<file path="src/common/rbd_pkg.sv">
// constants and types shared by the rom branch and load decoder
package rbd_pkg;
   // widths of the core's datapath
   localparam int PC_W   = 14;
   localparam int PAGE_W = 8;
   localparam int WORD_W = 10;
   localparam int NIB_W  = 4;
   localparam int RAM_AW = 10;
   // values after reset
   localparam logic [13:0] PC_RST  = 14'h0000;
   localparam logic [3:0]  NIB_RST = 4'h0;
   localparam logic [1:0]  W_RST   = 2'h0;
   localparam logic [9:0]  ADR_RST = 10'h000;
   // six-bit opcode prefixes, four-bit operand below
   localparam logic [5:0] OP_ACC_LOAD_IMM    = 6'h23;
   localparam logic [5:0] OP_BREG_LOAD_IMM   = 6'h20;
   localparam logic [5:0] OP_XREG_LOAD_IMM   = 6'h22;
   localparam logic [5:0] OP_YREG_LOAD_IMM   = 6'h21;
   localparam logic [5:0] OP_MEM_STORE_INC   = 6'h29;
   localparam logic [5:0] OP_ACC_FROM_MEMREG = 6'h27;
   localparam logic [5:0] OP_MEMREG_SWAP     = 6'h2f;
   localparam logic [5:0] OP_LONG_JUMP       = 6'h16;
   localparam logic [5:0] OP_LONG_BRANCH     = 6'h17;
   localparam logic [5:0] OP_LONG_CALL       = 6'h14;
   localparam logic [5:0] OP_TABLE_BRANCH    = 6'h0b;
   localparam logic [5:0] OP_TABLE_FETCH     = 6'h1b;
   // other prefix widths: eight bits for the two-bit w immediate, shorter for wider immediates
   localparam logic [7:0] OP_WREG_LOAD_IMM   = 8'h3c;
   localparam logic [1:0] OP_PAGE_BRANCH     = 2'h3;
   localparam logic [3:0] OP_ZERO_PAGE_CALL  = 4'h7;
   // whole-word opcodes
   localparam logic [9:0] OP_ACC_FROM_WREG   = 10'h100;
   localparam logic [9:0] OP_WREG_FROM_ACC   = 10'h110;
   localparam logic [9:0] OP_ACC_FROM_BREG   = 10'h048;
   localparam logic [9:0] OP_BREG_FROM_ACC   = 10'h0c8;
   localparam logic [9:0] OP_ACC_FROM_YREG   = 10'h0af;
   // memory registers sit at a fixed ram window
   localparam logic [9:0] MEMREG_BASE        = 10'h040;
   // table word flag positions
   localparam int TBL_ACC_BIT  = 8;
   localparam int TBL_PORT_BIT = 9;
   // sequencer states
   typedef enum logic [1:0] {
      ST_EXEC,
      ST_WORD2,
      ST_TABLE,
      ST_MEM
   } rbd_state_e;
endpackage

</file>
<file path="src/hw/rbd_decoder.sv">
// rom branch, table fetch and load instruction decoder for a 4-bit core
// Operation
// - long jump, branch, call load fourteen bits
// - memory is 64 pages of 256
// - page branch replaces low eight bits only
// - page branch at page end enters next
// - zero-page call targets 0x0000 to 0x003f
// - table branch from immediate, accumulator, b
// - table fetch bit8 loads accumulator and b
// - table fetch bit9 loads both port registers
// - both bits set update all four
// - table fetch leaves counter sequential
// - decoder covers the core's instruction groups
// - accumulator immediate load, one word cycle
// - b immediate load, one word cycle
// - store immediate, increment y, nonzero status
// - w moves take two words, operand zero
// - indirect ram address is w,x,y
// - memory registers at 0x040 to 0x04f
`timescale 1ns/1ns
`default_nettype none
module rbd_decoder #(
   parameter int PC_W = rbd_pkg::PC_W
) (
   input  wire logic              i_ref_clk,
   input  wire logic              i_rst_b,
   input  wire logic              i_instr_valid,
   input  wire logic [9:0]        i_instr,
   input  wire logic [9:0]        i_tbl_data,
   input  wire logic [3:0]        i_ram_rdata,
   output logic                   o_instr_ready,
   output logic      [PC_W-1:0]   o_pc,
   output logic      [PC_W-1:0]   o_tbl_addr,
   output logic      [9:0]        o_ram_addr,
   output logic      [3:0]        o_ram_wdata,
   output logic                   o_ram_we,
   output logic      [PC_W-1:0]   o_ret_addr,
   output logic                   o_ret_push,
   output logic      [3:0]        o_acc,
   output logic      [3:0]        o_breg,
   output logic      [1:0]        o_wreg,
   output logic      [3:0]        o_xreg,
   output logic      [3:0]        o_yreg,
   output logic                   o_status,
   output logic      [3:0]        o_port_out_lo,
   output logic      [3:0]        o_port_out_hi
);

   // table address built from immediate, b and accumulator
   function automatic logic [PC_W-1:0] tbl_addr(input logic [3:0] imm,
                                                input logic [3:0] b,
                                                input logic [3:0] a);
      tbl_addr = PC_W'({imm, b, a});
   endfunction

   // the page comes from the incremented counter, so a branch on a page's
   // last word lands in the following page
   function automatic logic [PC_W-1:0] page_tgt(input logic [PC_W-1:0] nxt,
                                                input logic [7:0]      imm);
      page_tgt = {nxt[PC_W-1:8], imm};
   endfunction

   // memory registers are a fixed sixteen-nibble window in ram
   function automatic logic [9:0] memreg_addr(input logic [3:0] m);
      memreg_addr = rbd_pkg::MEMREG_BASE | {6'h00, m};
   endfunction

   // sequencer, program counter and the architectural registers
   rbd_pkg::rbd_state_e st_r, st_nxt;
   logic [PC_W-1:0] pc_r, pc_nxt;
   logic [PC_W-1:0] pc_inc;
   logic [PC_W-1:0] taddr_r, taddr_nxt;
   logic [PC_W-1:0] ret_r, ret_nxt;
   logic            push_r, push_nxt;
   logic [9:0]      op1_r, op1_nxt;
   logic [9:0]      radr_r, radr_nxt;
   logic [3:0]      wdat_r, wdat_nxt;
   logic            we_r, we_nxt;
   logic [3:0]      acc_r, acc_nxt;
   logic [3:0]      breg_r, breg_nxt;
   logic [1:0]      wreg_r, wreg_nxt;
   logic [3:0]      xreg_r, xreg_nxt;
   logic [3:0]      yreg_r, yreg_nxt;
   logic [3:0]      y_inc;
   logic            stat_r, stat_nxt;
   logic [3:0]      plo_r, plo_nxt;
   logic [3:0]      phi_r, phi_nxt;
   logic            rdy_r, rdy_nxt;
   // six-bit prefix shared by most one-word decodes
   logic [5:0]      pfx;

   // sequential advance; upper bits carry across a page end
   assign pc_inc = pc_r + PC_W'(1);
   assign y_inc  = yreg_r + 4'h1;
   assign pfx    = i_instr[9:4];

   // decode, execute and next-state for the whole core slice
   always_comb begin
      // hold by default; the ram and return pulses fall unless raised
      st_nxt    = st_r;
      pc_nxt    = pc_r;
      taddr_nxt = taddr_r;
      ret_nxt   = ret_r;
      push_nxt  = 1'b0;
      op1_nxt   = op1_r;
      radr_nxt  = radr_r;
      wdat_nxt  = wdat_r;
      we_nxt    = 1'b0;
      acc_nxt   = acc_r;
      breg_nxt  = breg_r;
      wreg_nxt  = wreg_r;
      xreg_nxt  = xreg_r;
      yreg_nxt  = yreg_r;
      stat_nxt  = stat_r;
      plo_nxt   = plo_r;
      phi_nxt   = phi_r;
      case (st_r)
         rbd_pkg::ST_EXEC: begin
            if (i_instr_valid) begin
               pc_nxt = pc_inc;
               if (i_instr[9:8] == rbd_pkg::OP_PAGE_BRANCH) begin
                  pc_nxt = page_tgt(pc_inc, i_instr[7:0]);
               end else if (i_instr[9:6] == rbd_pkg::OP_ZERO_PAGE_CALL) begin
                  ret_nxt  = pc_inc;
                  push_nxt = 1'b1;
                  pc_nxt   = PC_W'(i_instr[5:0]);
               end else if (pfx == rbd_pkg::OP_LONG_JUMP ||
                            pfx == rbd_pkg::OP_LONG_BRANCH ||
                            pfx == rbd_pkg::OP_LONG_CALL ||
                            i_instr == rbd_pkg::OP_ACC_FROM_WREG ||
                            i_instr == rbd_pkg::OP_WREG_FROM_ACC) begin
                  // two-word ops finish on the operand word
                  op1_nxt = i_instr;
                  st_nxt  = rbd_pkg::ST_WORD2;
               end else if (pfx == rbd_pkg::OP_TABLE_BRANCH) begin
                  pc_nxt = tbl_addr(i_instr[3:0], breg_r, acc_r);
               end else if (pfx == rbd_pkg::OP_TABLE_FETCH) begin
                  taddr_nxt = tbl_addr(i_instr[3:0], breg_r, acc_r);
                  st_nxt    = rbd_pkg::ST_TABLE;
               end else if (pfx == rbd_pkg::OP_ACC_LOAD_IMM) begin
                  acc_nxt = i_instr[3:0];
               end else if (pfx == rbd_pkg::OP_BREG_LOAD_IMM) begin
                  breg_nxt = i_instr[3:0];
               // x and y immediates feed the indirect address
               end else if (pfx == rbd_pkg::OP_XREG_LOAD_IMM) begin
                  xreg_nxt = i_instr[3:0];
               end else if (pfx == rbd_pkg::OP_YREG_LOAD_IMM) begin
                  yreg_nxt = i_instr[3:0];
               // w immediate carries only two bits
               end else if (i_instr[9:2] == rbd_pkg::OP_WREG_LOAD_IMM) begin
                  wreg_nxt = i_instr[1:0];
               end else if (pfx == rbd_pkg::OP_MEM_STORE_INC) begin
                  radr_nxt = {wreg_r, xreg_r, yreg_r};
                  wdat_nxt = i_instr[3:0];
                  we_nxt   = 1'b1;
                  yreg_nxt = y_inc;
                  stat_nxt = (y_inc != 4'h0);
               end else if (pfx == rbd_pkg::OP_ACC_FROM_MEMREG ||
                            pfx == rbd_pkg::OP_MEMREG_SWAP) begin
                  // both stall one cycle for the ram read
                  radr_nxt = memreg_addr(i_instr[3:0]);
                  op1_nxt  = i_instr;
                  st_nxt   = rbd_pkg::ST_MEM;
               // register moves, one word each
               end else if (i_instr == rbd_pkg::OP_ACC_FROM_BREG) begin
                  acc_nxt = breg_r;
               end else if (i_instr == rbd_pkg::OP_BREG_FROM_ACC) begin
                  breg_nxt = acc_r;
               end else if (i_instr == rbd_pkg::OP_ACC_FROM_YREG) begin
                  acc_nxt = yreg_r;
               end else begin
                  pc_nxt = pc_inc;
               end
            end
         end
         rbd_pkg::ST_WORD2: begin
            // the operand word is taken whatever it would decode as
            if (i_instr_valid) begin
               pc_nxt = pc_inc;
               st_nxt = rbd_pkg::ST_EXEC;
               if (op1_r == rbd_pkg::OP_ACC_FROM_WREG) begin
                  acc_nxt = {2'b00, wreg_r};
               end else if (op1_r == rbd_pkg::OP_WREG_FROM_ACC) begin
                  wreg_nxt = acc_r[1:0];
               end else begin
                  pc_nxt = {op1_r[3:0], i_instr};
                  if (op1_r[9:4] == rbd_pkg::OP_LONG_CALL) begin
                     ret_nxt  = pc_inc;
                     push_nxt = 1'b1;
                  end
               end
            end
         end
         rbd_pkg::ST_TABLE: begin
            // no word is taken here: the table word needs this cycle
            st_nxt = rbd_pkg::ST_EXEC;
            // table data into a and b and into the ports
            if (i_tbl_data[rbd_pkg::TBL_ACC_BIT]) begin
               acc_nxt  = i_tbl_data[3:0];
               breg_nxt = i_tbl_data[7:4];
            end
            if (i_tbl_data[rbd_pkg::TBL_PORT_BIT]) begin
               plo_nxt = i_tbl_data[3:0];
               phi_nxt = i_tbl_data[7:4];
            end
         end
         rbd_pkg::ST_MEM: begin
            // combinational ram read, valid while the address stands
            st_nxt  = rbd_pkg::ST_EXEC;
            acc_nxt = i_ram_rdata;
            if (op1_r[9:4] == rbd_pkg::OP_MEMREG_SWAP) begin
               wdat_nxt = acc_r;
               we_nxt   = 1'b1;
            end
         end
         default: begin
            // unused state code; fall back to fetching
            st_nxt = rbd_pkg::ST_EXEC;
         end
      endcase
      // words are only taken in the fetch states
      rdy_nxt = (st_nxt == rbd_pkg::ST_EXEC) || (st_nxt == rbd_pkg::ST_WORD2);
   end

   // register every piece of state; constants only under reset
   always_ff @(posedge i_ref_clk or negedge i_rst_b) begin
      if (!i_rst_b) begin
         st_r    <= rbd_pkg::ST_EXEC;
         pc_r    <= rbd_pkg::PC_RST;
         taddr_r <= rbd_pkg::PC_RST;
         ret_r   <= rbd_pkg::PC_RST;
         push_r  <= 1'b0;
         op1_r   <= rbd_pkg::ADR_RST;
         radr_r  <= rbd_pkg::ADR_RST;
         wdat_r  <= rbd_pkg::NIB_RST;
         we_r    <= 1'b0;
         acc_r   <= rbd_pkg::NIB_RST;
         breg_r  <= rbd_pkg::NIB_RST;
         wreg_r  <= rbd_pkg::W_RST;
         xreg_r  <= rbd_pkg::NIB_RST;
         yreg_r  <= rbd_pkg::NIB_RST;
         stat_r  <= 1'b0;
         plo_r   <= rbd_pkg::NIB_RST;
         phi_r   <= rbd_pkg::NIB_RST;
         rdy_r   <= 1'b1;
      end else begin
         st_r    <= st_nxt;
         pc_r    <= pc_nxt;
         taddr_r <= taddr_nxt;
         ret_r   <= ret_nxt;
         push_r  <= push_nxt;
         op1_r   <= op1_nxt;
         radr_r  <= radr_nxt;
         wdat_r  <= wdat_nxt;
         we_r    <= we_nxt;
         acc_r   <= acc_nxt;
         breg_r  <= breg_nxt;
         wreg_r  <= wreg_nxt;
         xreg_r  <= xreg_nxt;
         yreg_r  <= yreg_nxt;
         stat_r  <= stat_nxt;
         plo_r   <= plo_nxt;
         phi_r   <= phi_nxt;
         rdy_r   <= rdy_nxt;
      end
   end

   // outputs are plain flop copies so the fetch path sees no glitches
   assign o_instr_ready = rdy_r;
   assign o_pc          = pc_r;
   assign o_tbl_addr    = taddr_r;
   assign o_ram_addr    = radr_r;
   assign o_ram_wdata   = wdat_r;
   assign o_ram_we      = we_r;
   assign o_ret_addr    = ret_r;
   assign o_ret_push    = push_r;
   assign o_acc         = acc_r;
   assign o_breg        = breg_r;
   assign o_wreg        = wreg_r;
   assign o_xreg        = xreg_r;
   assign o_yreg        = yreg_r;
   assign o_status      = stat_r;
   assign o_port_out_lo = plo_r;
   assign o_port_out_hi = phi_r;

endmodule
`default_nettype wire

</file>
<file path="config.mk">
export PLATFORM = sky130hd
export DESIGN_NAME = rbd_decoder
export DESIGN_NICKNAME = d
export VERILOG_FILES = /design/src/common/rbd_pkg.sv /design/src/hw/rbd_decoder.sv
export SDC_FILE = /design/constraint.sdc
export NUM_CORES = 1
export LEC_CHECK = 0
export BUFFER_PORTS_ARGS = -buffer_cell sky130_fd_sc_hd__buf_2
export CORE_MARGIN = 8
export CORE_UTILIZATION = 25
export CTS_CLUSTER_SIZE = 30
export DETAILED_ROUTE_END_ITERATION = 12
export MAX_ROUTING_LAYER = met4
export SLEW_MARGIN = 20
export SYNTH_ARGS = -nofsm -noshare
export SYNTH_HDL_FRONTEND = slang
export SYNTH_SLANG_ARGS = --single-unit
</file>
<file path="constraint.sdc">
create_clock -name i_ref_clk -period 3 [get_ports i_ref_clk]
set_input_delay 0.75 -clock i_ref_clk [delete_from_list [all_inputs] [get_ports i_ref_clk]]
set_output_delay 0.75 -clock i_ref_clk [all_outputs]
set_load 0.1 [all_outputs]
</file>
==> results.md <==
- Setup crit end kind: flip-flop
- Core ar.: 0.0210 mm²
- Worst Path Required: 3.24 ns
- Period utilization: a little over four fifths
- GPL Wtd Cong: approximately 0.92
- Area grow syn2layout: 24.1%
- DRT iter0 DRCs: 425
- # setup viols final: 0
- Initial antenna violation count: 0
- Largest cells by area after synthesis: dfrtp_1, mux2_2, nand2_1
- Startpoint types: primary input
- Yosys warns: 0
- Placed inst area: 0.00633 mm²
- Hold Vio Cnt, Final: 0
- CTS Sinks: between 90 and 100
- Layout fillers: 2,207
- Cell chain of the critical path: buf_2 -> or3b_1 -> nor4b_1 -> a21boi_1 -> a221o_2 -> mux2_4
- Sequential fraction of the synthesis area: 44.9%
- DR pass1 iterations: 5
- Synthesized flop and latch total: 96
- Clock Root Buffer: clkbuf_16
- Total track usage: between 10% and 20%
- Antenna Nets Post-Route: 0
- H-tree depth: 3
- Max-slew headroom: a little under a third
- Final HPWL DP: around 13,000 µm
- Crit path largest cell delay: 0.44 ns
- Multi-input logic area: 0.00275 mm²
- CP max FO: 13
- Dominant cell type by area after synthesis: dfrtp_1
- DRC viols: 0
- First-pass GRT wire length: 27,500 µm
- CTS Hold Buffers Added: 0
- FFs w/ async S/R, synth: 100%
- Max-cap violations: 0
- Nets: around 670
- Measured slew at the worst slew-check pin: 1.04 ns
- Post-synth EDFFs: 0
- Avg Cell Area, Syn: 10.2 µm²
- RSZ-0062 raised after global routing: false
- Initial Util: around a quarter
- Slew Limit Fails: 0
- Worst hold-check path type: in -> async
- Yosys cell types: 67
- Routed WL per cell: ~19 µm
- Syn Inst Count: 522
- Total die area: 0.0263 mm²
- CTS max path bufs: 2
- Die H: 162 µm
- Worst Clk Skew: 0.0113 ns
- Status: complete, no violations
- Fin area: ~0.0066 mm²
- Final min period: 2.53 ns
- Final wirelength: 17,700 µm
- Vias per cell: about 5.1
- Syn Std Cell Area: 0.00535 mm²
- Number of port buffers: 110
- Clock Latency Late Sink: roughly 0.35 ns
- Post-CTS Resized: 0
- Ports: approximately 110
- Buf/Inv on CP: 1
- Num CTS Buffers: 9
- Row Count: 53
- Top delay family on crit path: simple AND/OR/NAND/NOR gates
- ANT cells: 0
- Crit Path Category: in -> reg
- Total grt overflow: 0
- Layout cells sized above 1: 35.9%
- Largest net degree at the start of global routing: 64
- Area taken by flip-flops and latches: 0.00240 mm²
- Vias in the first global route: around 4.7k
- CP max stage cell: a221o_2
- Clock Pin Slew Worst Setup and Hold Paths: roughly 0.07 ns
- CTS tree: done
- Top cell type's share of synthesized area: between 40% and 50%
- Primary FF master, synth: dfrtp_1
- Die Wd: 162 µm
- Total setup buffers inserted after CTS: 0
- Critical path arrival: 2.77 ns
- Setup TNS: 0 ns
- Via count: 4,649
- FMAX: roughly 0.40 GHz
## cell usage after synthesis (5+ instances only)
| library cell | n |
|---|---|
| a221o_1 | 5 |
| o2bb2ai_1 | 5 |
| mux2i_1 | 13 |
| nor2b_1 | 7 |
| and3_1 | 8 |
| xnor2_1 | 12 |
| mux2_2 | 61 |
| nor2_1 | 21 |
| clkbuf_1 | 24 |
| buf_2 | 6 |
| nand2b_1 | 6 |
| a21oi_1 | 21 |
| a222oi_1 | 6 |
| o22ai_1 | 9 |
| nand2_1 | 46 |
| dfrtp_1 | 95 |
| a22oi_1 | 6 |
| o21ai_0 | 34 |
| inv_1 | 19 |
| nand3_1 | 19 |
| nand4_1 | 8 |
| ha_1 | 7 |
## worst register-to-register path, stage by stage, from the launching register on
cell and delay [ns]:
dfrtp_1 0.39, or4b_1 0.67, or4_4 0.58, a21boi_0 0.15, buf_4 0.16, o32ai_1 0.21
a222oi_1 0.15
## metrics by stage
stage                     hold slack [ns]  util, %  setup WS [ns]  std cells
after floorplan                     0.449        -          0.417        523
after global placement              0.458     30.1          0.228        902
after detailed placement            0.467     30.1          0.206        902
after CTS                           0.349     31.6          0.557        918
after global routing                0.379     31.6          0.427        918
final                               0.350     31.6          0.473        918
## registers in the layout (all words and copies together), names as in the netlist, 4 cells and up
signal / cells
o_ret_addr: 14
o_tbl_addr: 12
o_acc: 4
o_breg: 4
o_port_out_lo: 4
o_ram_wdata: 4
o_xreg: 4
o_port_out_hi: 4
o_yreg: 4
op1_r: 10
o_ram_addr: 10
o_pc: 14
## logic make-up after synthesis
family / count (synthesis) / share of synthesized area [%]
AND/OR/NAND/NOR: 154 / 15.8
multiplexers: 78 / 16.4
flip-flops: 96 / 44.9
adder cells (fa/ha/maj): 7 / 1.64
buffers and inverters: 52 / 3.93
XOR/XNOR: 14 / 2.29
other: 1 / 0.0701
AO/OA/AOI/OAI: 120 / 14.9
## layout make-up
class	count	share of cell area [%]
Clock buffer	10	3.60
Clock inverter	6	1.09
Inverter	20	1.13
Multi-Input combinational cell	375	41.4
Sequential cell	96	36.2
Tap cell	275	5.18
Timing Repair Buffer	136	11.5
## final timing paths
check | startpoint | slack, ns | cells after the start | endpoint
min in group i_ref_clk | o_ret_addr[13] | 0.47 | 2 | o_ret_addr[13]
hold / removal | i_rst_b | 0.35 | 1 | o_ret_addr[3]
max in group asynchronous | i_rst_b | 1.94 | 2 | o_yreg[0]
setup / recovery | i_instr[8] | 0.47 | 6 | o_acc[0]
hold reg to reg | o_ret_addr[13] | 0.47 | 2 | o_ret_addr[13]
setup reg to reg | op1_r[5] | 0.55 | 6 | o_pc[3]
## per-layer routing
metal	vias to the layer above	global-route usage, %	wire length [µm]
met5	-	-	0
met4	0	3.11	176
met3	12	4.43	1780
met2	221	19.8	7610
met1	2271	18.6	8120
li1	2145	-	-
## placed cells by master, fill, tap and decap left out, types with 5 or more instances in the layout
cell type	n
o2bb2ai_1	5
nand2b_1	6
clkbuf_16	9
mux2_2	61
a222oi_1	6
nand4_1	8
o22ai_1	9
buf_4	26
a22oi_1	6
nand2_1	46
nand3_1	19
buf_2	109
mux2i_1	13
nor2_1	21
a21oi_1	21
a221o_1	5
xnor2_1	12
dfrtp_1	95
nor2b_1	7
ha_1	7
o21ai_0	34
and3_1	8
inv_1	19
Power is not shown: default switching activity piles up to over one toggle a cycle in this logic, so the estimate is an artifact.
